==> src/dct_pkg.sv <==
// package with register map, field positions and mode codes for the dual counter/timer
package dct_pkg;
    // register byte addresses on the ahb-lite bus
    localparam logic [7:0] DCT_TL0_OFS = 8'h00;  // timer_zero_low_count
    localparam logic [7:0] DCT_TH0_OFS = 8'h04;  // timer_zero_high_count
    localparam logic [7:0] DCT_TL1_OFS = 8'h08;  // timer_one_low_count
    localparam logic [7:0] DCT_TH1_OFS = 8'h0c;  // timer_one_high_count
    localparam logic [7:0] DCT_TIMER_CONTROL_STATUS_REG_OFS = 8'h10; // timer_control_status_reg
    localparam logic [7:0] DCT_TIMER_MODE_REG_OFS = 8'h14; // timer_mode_reg
    localparam logic [7:0] DCT_CLOCK_CONTROL_REG_OFS = 8'h18; // clock_control_reg
    localparam logic [7:0] DCT_IRQ_OFS = 8'h1c;  // irq enables, polarities, vector acks
    // control/status field positions
    localparam int DCT_TF1_BIT = 7;
    localparam int DCT_TR1_BIT = 6;
    localparam int DCT_TF0_BIT = 5;
    localparam int DCT_TR0_BIT = 4;
    // mode register field positions
    localparam int DCT_TIMER_ONE_GATE_BIT_BIT = 7;
    localparam int DCT_CT1_BIT = 6;
    localparam int DCT_M1_LSB = 4;
    localparam int DCT_TIMER_ZERO_GATE_BIT_BIT = 3;
    localparam int DCT_CT0_BIT = 2;
    localparam int DCT_M0_LSB = 0;
    // clock control field positions
    localparam int DCT_CS1_BIT = 3;
    localparam int DCT_CS0_BIT = 2;
    localparam int DCT_SCA_LSB = 0;
    // irq register field positions
    localparam int DCT_ET0_BIT = 0;
    localparam int DCT_ET1_BIT = 1;
    localparam int DCT_PL0_BIT = 2;
    localparam int DCT_PL1_BIT = 3;
    localparam int DCT_ACK0_BIT = 4;
    localparam int DCT_ACK1_BIT = 5;
    // reset value of every register
    localparam logic [7:0] DCT_RESET_VAL = 8'h00;
    // prescaler divide counts
    localparam logic [5:0] DCT_DIV12 = 6'd12;
    localparam logic [5:0] DCT_DIV4 = 6'd4;
    localparam logic [5:0] DCT_DIV48 = 6'd48;
    localparam logic [5:0] DCT_DIV8 = 6'd8;
    // mode codes
    localparam logic [1:0] DCT_MODE13 = 2'b00;
    localparam logic [1:0] DCT_MODE16 = 2'b01;
    localparam logic [1:0] DCT_MODE8AR = 2'b10;
    localparam logic [1:0] DCT_MODESPLIT = 2'b11;
    // prescale codes
    localparam logic [1:0] DCT_SCA12 = 2'b00;
    localparam logic [1:0] DCT_SCA4 = 2'b01;
    localparam logic [1:0] DCT_SCA48 = 2'b10;
    localparam logic [1:0] DCT_SCAEXT = 2'b11;
    // ahb transfer type for a valid request
    localparam logic [1:0] DCT_HTRANS_NONSEQ = 2'b10;
    // bus slave phase
    typedef enum logic [0:0] {DCT_IDLE, DCT_DATA} dct_phase_e;
endpackage : dct_pkg

==> src/dct_prescaler.sv <==
// shared prescaler producing one tick per divided period
`timescale 1ns/1ps
`default_nettype none
module dct_prescaler
    import dct_pkg::*;
(
    input wire logic clk_i,
    input wire logic rst_i,
    input wire logic [1:0] sca_i,      // shared_prescale_field
    input wire logic ext_clk_i,        // external clock, already synchronised
    output logic tick_o                // one-cycle prescaled tick
);
    logic [5:0] cnt_reg;   // divide counter
    logic [5:0] cnt_next;
    logic ext_d_reg;       // previous external clock level
    logic [5:0] limit;     // divide ratio for the code
    logic step;            // counter advances

    // the external source counts rising edges, the others each clock
    assign limit = (sca_i == DCT_SCA12) ? DCT_DIV12 :
                   (sca_i == DCT_SCA4) ? DCT_DIV4 :
                   (sca_i == DCT_SCA48) ? DCT_DIV48 : DCT_DIV8;
    assign step = (sca_i == DCT_SCAEXT) ? (ext_clk_i & ~ext_d_reg) : 1'b1;
    assign tick_o = step && (cnt_reg >= limit - 6'd1);
    assign cnt_next = tick_o ? 6'd0 : (step ? cnt_reg + 6'd1 : cnt_reg);

    // counter and edge history
    always_ff @(posedge clk_i) begin
        if (rst_i) begin
            cnt_reg <= 6'd0;
            ext_d_reg <= 1'b0;
        end else begin
            cnt_reg <= cnt_next;
            ext_d_reg <= ext_clk_i;
        end
    end
endmodule : dct_prescaler
`default_nettype wire

==> src/dct_timers.sv <==
// dual counter/timer with four modes behind an ahb-lite slave
//
// Decided for this implementation: the register offsets and register access over AHB-Lite.
`timescale 1ns/1ps
`default_nettype none
module dct_timers
    import dct_pkg::*;
(
    input wire logic clk_i,
    input wire logic rst_i,
    input wire logic hsel_i,
    input wire logic [7:0] haddr_i,
    input wire logic [1:0] htrans_i,
    input wire logic hwrite_i,
    input wire logic [2:0] hsize_i,
    input wire logic [31:0] hwdata_i,
    input wire logic hready_i,
    output logic [31:0] hrdata_o,
    output logic hreadyout_o,
    output logic hresp_o,
    input wire logic timer_zero_count_pin_i,
    input wire logic timer_one_count_pin_i,
    input wire logic ext_irq_input_zero_i,
    input wire logic ext_irq_input_one_i,
    input wire logic ext_clk_i,
    output logic timer_zero_irq_o,
    output logic timer_one_irq_o,
    output logic timer_one_overflow_o       // raw overflow pulse for baud consumers
);
    // registers
    logic [7:0] tl0_reg, th0_reg, tl1_reg, th1_reg;   // count bytes
    logic [7:0] tl0_next, th0_next, tl1_next, th1_next;
    logic [7:0] timer_control_status_reg_reg, timer_mode_reg_reg, clock_control_reg_reg, irqc_reg; // control
    logic [7:0] timer_control_status_reg_next;
    dct_phase_e phase_reg;      // ahb data phase pending
    logic [7:0] addr_reg;       // latched address
    logic wr_reg;               // latched write
    logic [31:0] rdata_reg;     // read data
    // synchronisers: first stage read only by second
    logic [3:0] sync1_reg, sync2_reg, prev_reg;
    logic ov_reg;               // registered timer one raw overflow pulse

    // address phase accepted
    wire req = hsel_i && hready_i && htrans_i == DCT_HTRANS_NONSEQ;
    wire wen = phase_reg == DCT_DATA && wr_reg;
    wire [7:0] wb = hwdata_i[7:0];
    wire w_tl0 = wen && addr_reg == DCT_TL0_OFS;
    wire w_th0 = wen && addr_reg == DCT_TH0_OFS;
    wire w_tl1 = wen && addr_reg == DCT_TL1_OFS;
    wire w_th1 = wen && addr_reg == DCT_TH1_OFS;
    wire w_timer_control_status_reg = wen && addr_reg == DCT_TIMER_CONTROL_STATUS_REG_OFS;

    // decoded fields
    wire [1:0] m0 = timer_mode_reg_reg[DCT_M0_LSB +: 2];
    wire [1:0] m1 = timer_mode_reg_reg[DCT_M1_LSB +: 2];
    wire split = m0 == DCT_MODESPLIT;
    wire tr0 = timer_control_status_reg_reg[DCT_TR0_BIT];
    wire tr1 = timer_control_status_reg_reg[DCT_TR1_BIT];
    // synchronised inputs: 0 pin0, 1 pin1, 2 irq0, 3 irq1 ... ext clock separate
    wire pin0_fall = prev_reg[0] & ~sync2_reg[0];
    wire pin1_fall = prev_reg[1] & ~sync2_reg[1];
    wire irq0_act = sync2_reg[2] ~^ irqc_reg[DCT_PL0_BIT];  // active at polarity
    wire irq1_act = sync2_reg[3] ~^ irqc_reg[DCT_PL1_BIT];
    logic ext_s1_reg, ext_s2_reg;
    wire pre_tick;

    // prescaled tick shared by both timers
    dct_prescaler dct_prescaler_i (
        .clk_i(clk_i),
        .rst_i(rst_i),
        .sca_i(clock_control_reg_reg[DCT_SCA_LSB +: 2]),
        .ext_clk_i(ext_s2_reg),
        .tick_o(pre_tick)
    );

    // internal clock: 1 system clock, 0 prescaler
    wire clk0 = clock_control_reg_reg[DCT_CS0_BIT] ? 1'b1 : pre_tick;
    wire clk1 = clock_control_reg_reg[DCT_CS1_BIT] ? 1'b1 : pre_tick;
    // gate: run and (no gate or input active)
    wire en0 = tr0 && (!timer_mode_reg_reg[DCT_TIMER_ZERO_GATE_BIT_BIT] || irq0_act);
    wire en1n = tr1 && (!timer_mode_reg_reg[DCT_TIMER_ONE_GATE_BIT_BIT] || irq1_act);
    // timer one in split runs by mode, internal only; mode 3 always stops it
    wire en1 = (m1 != DCT_MODESPLIT) && (split || en1n);
    wire ev0 = en0 && (timer_mode_reg_reg[DCT_CT0_BIT] ? pin0_fall : clk0);
    wire ev1 = en1 && ((timer_mode_reg_reg[DCT_CT1_BIT] && !split) ? pin1_fall : clk1);
    wire evh = split && tr1 && clk0;

    // step one timer: returns {overflow, high, low}
    function automatic logic [16:0] dct_step(input logic [1:0] mode, input logic [7:0] lo,
                                             input logic [7:0] hi);
        logic [12:0] c13;
        logic [16:0] c16;
        logic [8:0] c8;
        c13 = {hi, lo[4:0]} + 13'd1;
        c16 = {1'b0, hi, lo} + 17'd1;
        c8 = {1'b0, lo} + 9'd1;
        case (mode)
            DCT_MODE13: dct_step = {c13 == 13'd0, c13[12:5], lo[7:5], c13[4:0]};
            DCT_MODE16: dct_step = c16;
            default: dct_step = {c8[8], hi, c8[8] ? hi : c8[7:0]};
        endcase
    endfunction : dct_step

    // timer zero in split behaves as its 8-bit form
    wire [1:0] m0_eff = split ? DCT_MODE8AR : m0;
    wire [16:0] s0 = dct_step(m0_eff, tl0_reg, th0_reg);
    wire [16:0] s1 = dct_step(m1, tl1_reg, th1_reg);
    wire [8:0] sh = {1'b0, th0_reg} + 9'd1;
    // in split the low byte wraps freely, no reload
    wire [7:0] tl0_inc = split ? tl0_reg + 8'd1 : s0[7:0];
    wire ov0 = ev0 && s0[16];
    wire ov1 = ev1 && s1[16];
    wire ovh = evh && sh[8];

    // count bytes: write wins over a same-cycle count
    assign tl0_next = w_tl0 ? wb : (ev0 ? tl0_inc : tl0_reg);
    assign th0_next = w_th0 ? wb : (evh ? sh[7:0] : ((ev0 && !split) ? s0[15:8] : th0_reg));
    assign tl1_next = w_tl1 ? wb : (ev1 ? s1[7:0] : tl1_reg);
    assign th1_next = w_th1 ? wb : (ev1 ? s1[15:8] : th1_reg);

    // flags: hardware set wins over software clear and vector ack
    wire set0 = ov0;
    wire set1 = split ? ovh : ov1;
    wire ack0 = wen && addr_reg == DCT_IRQ_OFS && wb[DCT_ACK0_BIT];
    wire ack1 = wen && addr_reg == DCT_IRQ_OFS && wb[DCT_ACK1_BIT];
    logic [7:0] timer_control_status_reg_w;
    always_comb begin
        timer_control_status_reg_w = w_timer_control_status_reg ? wb : timer_control_status_reg_reg;
        if (ack0) timer_control_status_reg_w[DCT_TF0_BIT] = 1'b0;
        if (ack1) timer_control_status_reg_w[DCT_TF1_BIT] = 1'b0;
        timer_control_status_reg_next = timer_control_status_reg_w;
        if (set0) timer_control_status_reg_next[DCT_TF0_BIT] = 1'b1;
        if (set1) timer_control_status_reg_next[DCT_TF1_BIT] = 1'b1;
    end

    // interrupt requests gated by enables
    assign timer_zero_irq_o = timer_control_status_reg_reg[DCT_TF0_BIT] && irqc_reg[DCT_ET0_BIT];
    assign timer_one_irq_o = timer_control_status_reg_reg[DCT_TF1_BIT] && irqc_reg[DCT_ET1_BIT];
    assign timer_one_overflow_o = ov_reg;

    // bus outputs: registered read data, no wait states, always okay
    assign hrdata_o = rdata_reg;
    assign hreadyout_o = 1'b1;
    assign hresp_o = 1'b0;

    // input synchronisers and edge history
    always_ff @(posedge clk_i) begin
        if (rst_i) begin
            sync1_reg <= 4'hf;
            sync2_reg <= 4'hf;
            prev_reg <= 4'hf;
            ext_s1_reg <= 1'b0;
            ext_s2_reg <= 1'b0;
        end else begin
            sync1_reg <= {ext_irq_input_one_i, ext_irq_input_zero_i,
                          timer_one_count_pin_i, timer_zero_count_pin_i};
            sync2_reg <= sync1_reg;
            prev_reg <= sync2_reg;
            ext_s1_reg <= ext_clk_i;
            ext_s2_reg <= ext_s1_reg;
        end
    end

    // bus slave: zero wait states, read data registered at address phase
    always_ff @(posedge clk_i) begin
        if (rst_i) begin
            phase_reg <= DCT_IDLE;
            addr_reg <= 8'h00;
            wr_reg <= 1'b0;
        end else begin
            phase_reg <= req ? DCT_DATA : DCT_IDLE;
            if (req) begin
                addr_reg <= {haddr_i[7:2], 2'b00};
                wr_reg <= hwrite_i;
            end
        end
    end

    // read data captured combinationally from current address phase
    wire [7:0] raddr = {haddr_i[7:2], 2'b00};
    always_ff @(posedge clk_i) begin
        if (rst_i) rdata_reg <= 32'h0;
        else if (req && !hwrite_i) rdata_reg <= {24'h0, rsel_now(raddr)};
    end

    // read lookup for the address phase
    function automatic logic [7:0] rsel_now(input logic [7:0] a);
        case (a)
            DCT_TL0_OFS: rsel_now = tl0_next;
            DCT_TH0_OFS: rsel_now = th0_next;
            DCT_TL1_OFS: rsel_now = tl1_next;
            DCT_TH1_OFS: rsel_now = th1_next;
            DCT_TIMER_CONTROL_STATUS_REG_OFS: rsel_now = timer_control_status_reg_next;
            DCT_TIMER_MODE_REG_OFS: rsel_now = wen && addr_reg == DCT_TIMER_MODE_REG_OFS ? wb : timer_mode_reg_reg;
            DCT_CLOCK_CONTROL_REG_OFS: rsel_now = wen && addr_reg == DCT_CLOCK_CONTROL_REG_OFS ? wb : clock_control_reg_reg;
            DCT_IRQ_OFS: rsel_now = {4'h0, (wen && addr_reg == DCT_IRQ_OFS) ? wb[3:0] : irqc_reg[3:0]};
            default: rsel_now = 8'h00;
        endcase
    endfunction : rsel_now

    // timer and control registers
    always_ff @(posedge clk_i) begin
        if (rst_i) begin
            tl0_reg <= DCT_RESET_VAL;
            th0_reg <= DCT_RESET_VAL;
            tl1_reg <= DCT_RESET_VAL;
            th1_reg <= DCT_RESET_VAL;
            timer_control_status_reg_reg <= DCT_RESET_VAL;
            timer_mode_reg_reg <= DCT_RESET_VAL;
            clock_control_reg_reg <= DCT_RESET_VAL;
            irqc_reg <= DCT_RESET_VAL;
            ov_reg <= 1'b0;
        end else begin
            tl0_reg <= tl0_next;
            th0_reg <= th0_next;
            tl1_reg <= tl1_next;
            th1_reg <= th1_next;
            timer_control_status_reg_reg <= timer_control_status_reg_next;
            if (wen && addr_reg == DCT_TIMER_MODE_REG_OFS) timer_mode_reg_reg <= wb;
            if (wen && addr_reg == DCT_CLOCK_CONTROL_REG_OFS) clock_control_reg_reg <= wb;
            if (wen && addr_reg == DCT_IRQ_OFS) irqc_reg <= {4'h0, wb[3:0]};
            ov_reg <= ov1;
        end
    end

    // checks
    a_ov0_sets: assert property (@(posedge clk_i) disable iff (rst_i)
        ov0 |=> timer_control_status_reg_reg[DCT_TF0_BIT]) else $error("tf0 not set on overflow");
    a_run_hold: assert property (@(posedge clk_i) disable iff (rst_i)
        (!tr0 && !w_tl0 && !split) |=> $stable(tl0_reg)) else $error("tl0 moved while stopped");
    a_reload_val: assert property (@(posedge clk_i) disable iff (rst_i)
        (ov1 && m1 == DCT_MODE8AR && !w_tl1) |=> tl1_reg == $past(th1_reg)) else $error("reload wrong");
    a_wr_wins: assert property (@(posedge clk_i) disable iff (rst_i)
        w_tl1 |=> tl1_reg == $past(wb)) else $error("write lost");
    a_irq_gate: assert property (@(posedge clk_i) disable iff (rst_i)
        (ov0 && irqc_reg[DCT_ET0_BIT] && !(wen && addr_reg == DCT_IRQ_OFS)) |=> timer_zero_irq_o)
        else $error("irq not raised");
    a_split_tf1: assert property (@(posedge clk_i) disable iff (rst_i)
        (split && ovh) |=> timer_control_status_reg_reg[DCT_TF1_BIT]) else $error("split high no tf1");
    a_split_stop: assert property (@(posedge clk_i) disable iff (rst_i)
        (split && m1 == DCT_MODESPLIT && !w_tl1) |=> $stable(tl1_reg)) else $error("t1 ran in mode 3");
    a_pin_count: assert property (@(posedge clk_i) disable iff (rst_i)
        (en0 && timer_mode_reg_reg[DCT_CT0_BIT] && !pin0_fall && !w_tl0) |=> $stable(tl0_reg)) else $error("spurious count");
    c_ov0: cover property (@(posedge clk_i) ov0);
    c_ovh: cover property (@(posedge clk_i) ovh);
    c_pin: cover property (@(posedge clk_i) ev0 && pin0_fall);
endmodule : dct_timers
`default_nettype wire

==> config.mk <==
export PLATFORM = sky130hd
export DESIGN_NAME = dct_timers
export DESIGN_NICKNAME = d
export VERILOG_FILES = /design/src/dct_pkg.sv /design/src/dct_prescaler.sv /design/src/dct_timers.sv
export SDC_FILE = /design/constraint.sdc
export NUM_CORES = 1
export LEC_CHECK = 0
export BUFFER_PORTS_ARGS = -buffer_cell sky130_fd_sc_hd__buf_2
export CAP_MARGIN = 20
export CORE_MARGIN = 5
export CORE_UTILIZATION = 53
export CTS_CLUSTER_DIAMETER = 100
export DETAILED_ROUTE_END_ITERATION = 8
export HOLD_SLACK_MARGIN = 0.15
export PLACE_DENSITY = 0.76
export SYNTH_ARGS = -nofsm -noshare
export SYNTH_HDL_FRONTEND = slang
export SYNTH_SLANG_ARGS = --single-unit
==> constraint.sdc <==
create_clock -name clk_i -period 2.8 [get_ports clk_i]
set_input_delay 0.42 -clock clk_i [delete_from_list [all_inputs] [get_ports clk_i]]
set_output_delay 0.42 -clock clk_i [all_outputs]
set_load 0.03 [all_outputs]
==> flow_summary.ini <==
[route]
routed_wl_um = 21100
dr.pass1.iters = 6
vias = 6657
initialDrtViolationCount = 779
viasPerCell = 6.51
drc_errors = 0
detail-route-antenna-nets = 0
avgRoutedWirePerCell_um = 20.7

[synthesis]
synth_ff_type = dfxtp_1
synth_edf_count = 0
ys_seq_area_frac = 0.311
synth_compound_area_frac = 0.234
netlist-cell-type-count = 82
synth_top_family_by_area = simple AND/OR/NAND/NOR gates
synthTopCellsByArea = dfxtp_1 (31%), nor2_1 (6.1%), mux2i_1 (5.2%)
synth_seq_cells = 96
async_flop_share = 0
synth_mux_area_frac = 0.0554
synthesis.area_mm2 = 0.00619
synthSimpleGateAreaFrac = 0.279
syn_inst = 802
yosysTopAreaCell = dfxtp_1
synth-xor-area-share = 0.0311
yosys.area.top_type_share = 0.311
yosys_warnings = 0
synth_area_per_cell_um2 = 7.71
synth_fa_ha_area_frac = 0.0162

[finish]
diodes = 0
n_fill_cell = 988
final_nets = 938
drive_above_1_share = 0.224
layout_common_cells = nor2_1 (100), dfxtp_1 (91), nand2_1 (80)
multi_input_area_mm2 = 0.00415
layout_commonest_cell = nor2_1
regArea_mm2 = 0.00193
fin_cells = 1023
areaGrowthSynthToFinish_pct = 19.2

[timing]
finalSetupViolCount = 0
hold_viol = 0
worstMarginPinSlew_ns = 0.844
fmax_mhz = 360
fin_ws_ns = 0.0233
slew_violations = 0
skew_ns = 0.00706
finalCritPeriodShare = 0.992
grt_setup_unrepaired = yes
period_minus_slack_ns = 2.78
max_slew_margin = 0.437

[floorplan]
die_w_um = 118
die_area_mm2 = 0.0139
fp-row-count = 39
start_util = 0.542
core_area_mm2 = 0.0114
die_h_um = 118
io_pins = 92

[grt]
grt.total_usage = 0.288
antenna_found_initial = 0
grt_pass1_wl_um = 32600
grt_max_degree = 82
grt_pass1_vias = 6102
overflow = 0

[critical_path]
critPathMaxFanout = 10
crit_chain = nand2b_4 > ha_4 > nand3_4 > o22ai_4 > o21ai_4 > a211oi_2 > buf_4 > and3_1 > nor4_2 > a2111oi_2 > buf_4 > o221ai_1
path_common_cell = buf_4
cp.arrival_ns = 2.99
end_kind = flop
crit_path_start_kind = flop
setup.worst_path.class = reg2reg
cp_slowest_cell = a2111oi_2
crit_path_max_incr_delay_ns = 0.45
cp.required_ns = 3.02

[hold_path]
hold_class = in2reg

[power_and_ir_drop]
p_seq_frac = 0.496
ir_drop_v = 0.000347
switching_share = 0.267
pwr-share-clk = 0.437
combPwrFrac = 0.066
power.density_mw_per_mm2 = 380
p_leak_nw = 2.82
intPower_w = 0.00205
power.switching_w = 0.000746
power.total_w = 0.00280

[run_status]
outcome = completed

[flow_run]
drv_cap = 0

[clock_network]
cts_tree = yes
root_buffer = clkbuf_16
path_clk_slew_ns = 0.07
cts_buffer_depth = 2
numCtsBuffers = 9
clock_sinks = 96
htreeDepth = 3
clkLatencyLatePin_ns = 0.35

[placement]
place_ws_ns = -0.125
port_buffers = 36
place_inst = 1005
hpwl_um = 15500
place.gp.congestion = 1.05
==> layout make-up <==
cell class              instances  share of cell area
multi-input cells             641               0.563
flip-flops and latches         96               0.262
repair buffers                115               0.105
clock buffers                  10              0.0311
well taps                     143              0.0243
clock inverters                 6             0.00781
inverters                      12             0.00611
==> layer usage <==
| metal | global-route usage | share of wire | up-vias |
|---|---|---|---|
| li1 | - | - | 3034 |
| met1 | 0.388 | 0.40 | 3126 |
| met2 | 0.440 | 0.45 | 410 |
| met3 | 0.0605 | 0.10 | 87 |
| met4 | 0.136 | 0.047 | 0 |
| met5 | 0 | 0 | - |
==> per-stage QoR <==
step                      instance area (µm²)  utilization  TNS (ns)  hold slack, ns
after floorplan                          6280            -         0           0.389
after global placement                   6820        0.597    -0.123           0.392
after detailed placement                 6820        0.597    -0.246           0.395
after CTS                                7160        0.627         0           0.237
after global routing                     7370        0.646    -0.116           0.244
final                                    7370        0.646         0           0.243
==> what timing repair did <==
item | in CTS | in global routing
gates resized for setup | 10 | 40
pin swaps | 2 | 19
setup endpoints to repair | 10 | 15
buffers inserted | 0 | 2
hold buffers | 0 | 0
==> worst paths after layout <==
check	start	end	slack [ns]	cells after the start
worst max-delay path	clock_control_reg_reg[0]	hrdata_o[7]	0.02	12
worst min-delay path	timer_one_count_pin_i	sync1_reg[1]	0.24	2
worst max register to register	clock_control_reg_reg[0]	hrdata_o[7]	0.02	12
worst min register to register	sync1_reg[0]	sync2_reg[0]	0.41	1
==> critical path, delay by kind of cell, from the launching register on <==
kind,cells,cell delay (ns)
buffers and inverters,2,0.34
adders and majority gates,1,0.28
and+or+nand+nor,4,0.52
DFF,1,0.33
AOI/OAI and AO/OA,5,1.16
==> power groups by stage <==
stage,logic [W],clock network (W),registers [W]
2_1_floorplan,0.000144,0,0.00142
3_3_place_gp,0.000168,0,0.00142
3_5_place_dp,0.000171,0,0.00142
4_1_cts,0.000172,0.00123,0.00139
5_1_grt,0.000197,0.00130,0.00139
6_report,0.000186,0.00122,0.00139
==> cells by family after synthesis <==
family,count (synthesis)
AND/OR/NAND/NOR,342
AO/OA/AOI/OAI,208
flip-flops,96
buffers and inverters,90
multiplexers,34
XOR/XNOR,22
adder cells (fa/ha/maj),8
other,2
==> Yosys cell counts (7+ instances only) <==
| cell | instances |
|---|---|
| a211o_1 | 9 |
| ha_1 | 8 |
| dfxtp_1 | 96 |
| buf_4 | 26 |
| and3_1 | 14 |
| nor2b_1 | 9 |
| nor3_1 | 24 |
| or2_2 | 11 |
| and2_1 | 10 |
| a2111oi_0 | 7 |
| xor2_1 | 7 |
| o22ai_1 | 9 |
| nor2_1 | 101 |
| inv_1 | 12 |
| clkbuf_1 | 38 |
| mux2i_1 | 32 |
| nand4_1 | 16 |
| o21ai_0 | 27 |
| nand2b_1 | 8 |
| a21oi_1 | 49 |
| nand2_1 | 81 |
| o211ai_1 | 7 |
| buf_2 | 7 |
| o31ai_1 | 7 |
| nand3_1 | 24 |
| a211oi_1 | 29 |
| a31oi_1 | 8 |
| xnor2_1 | 15 |
(Power assumes the default switching activity.)
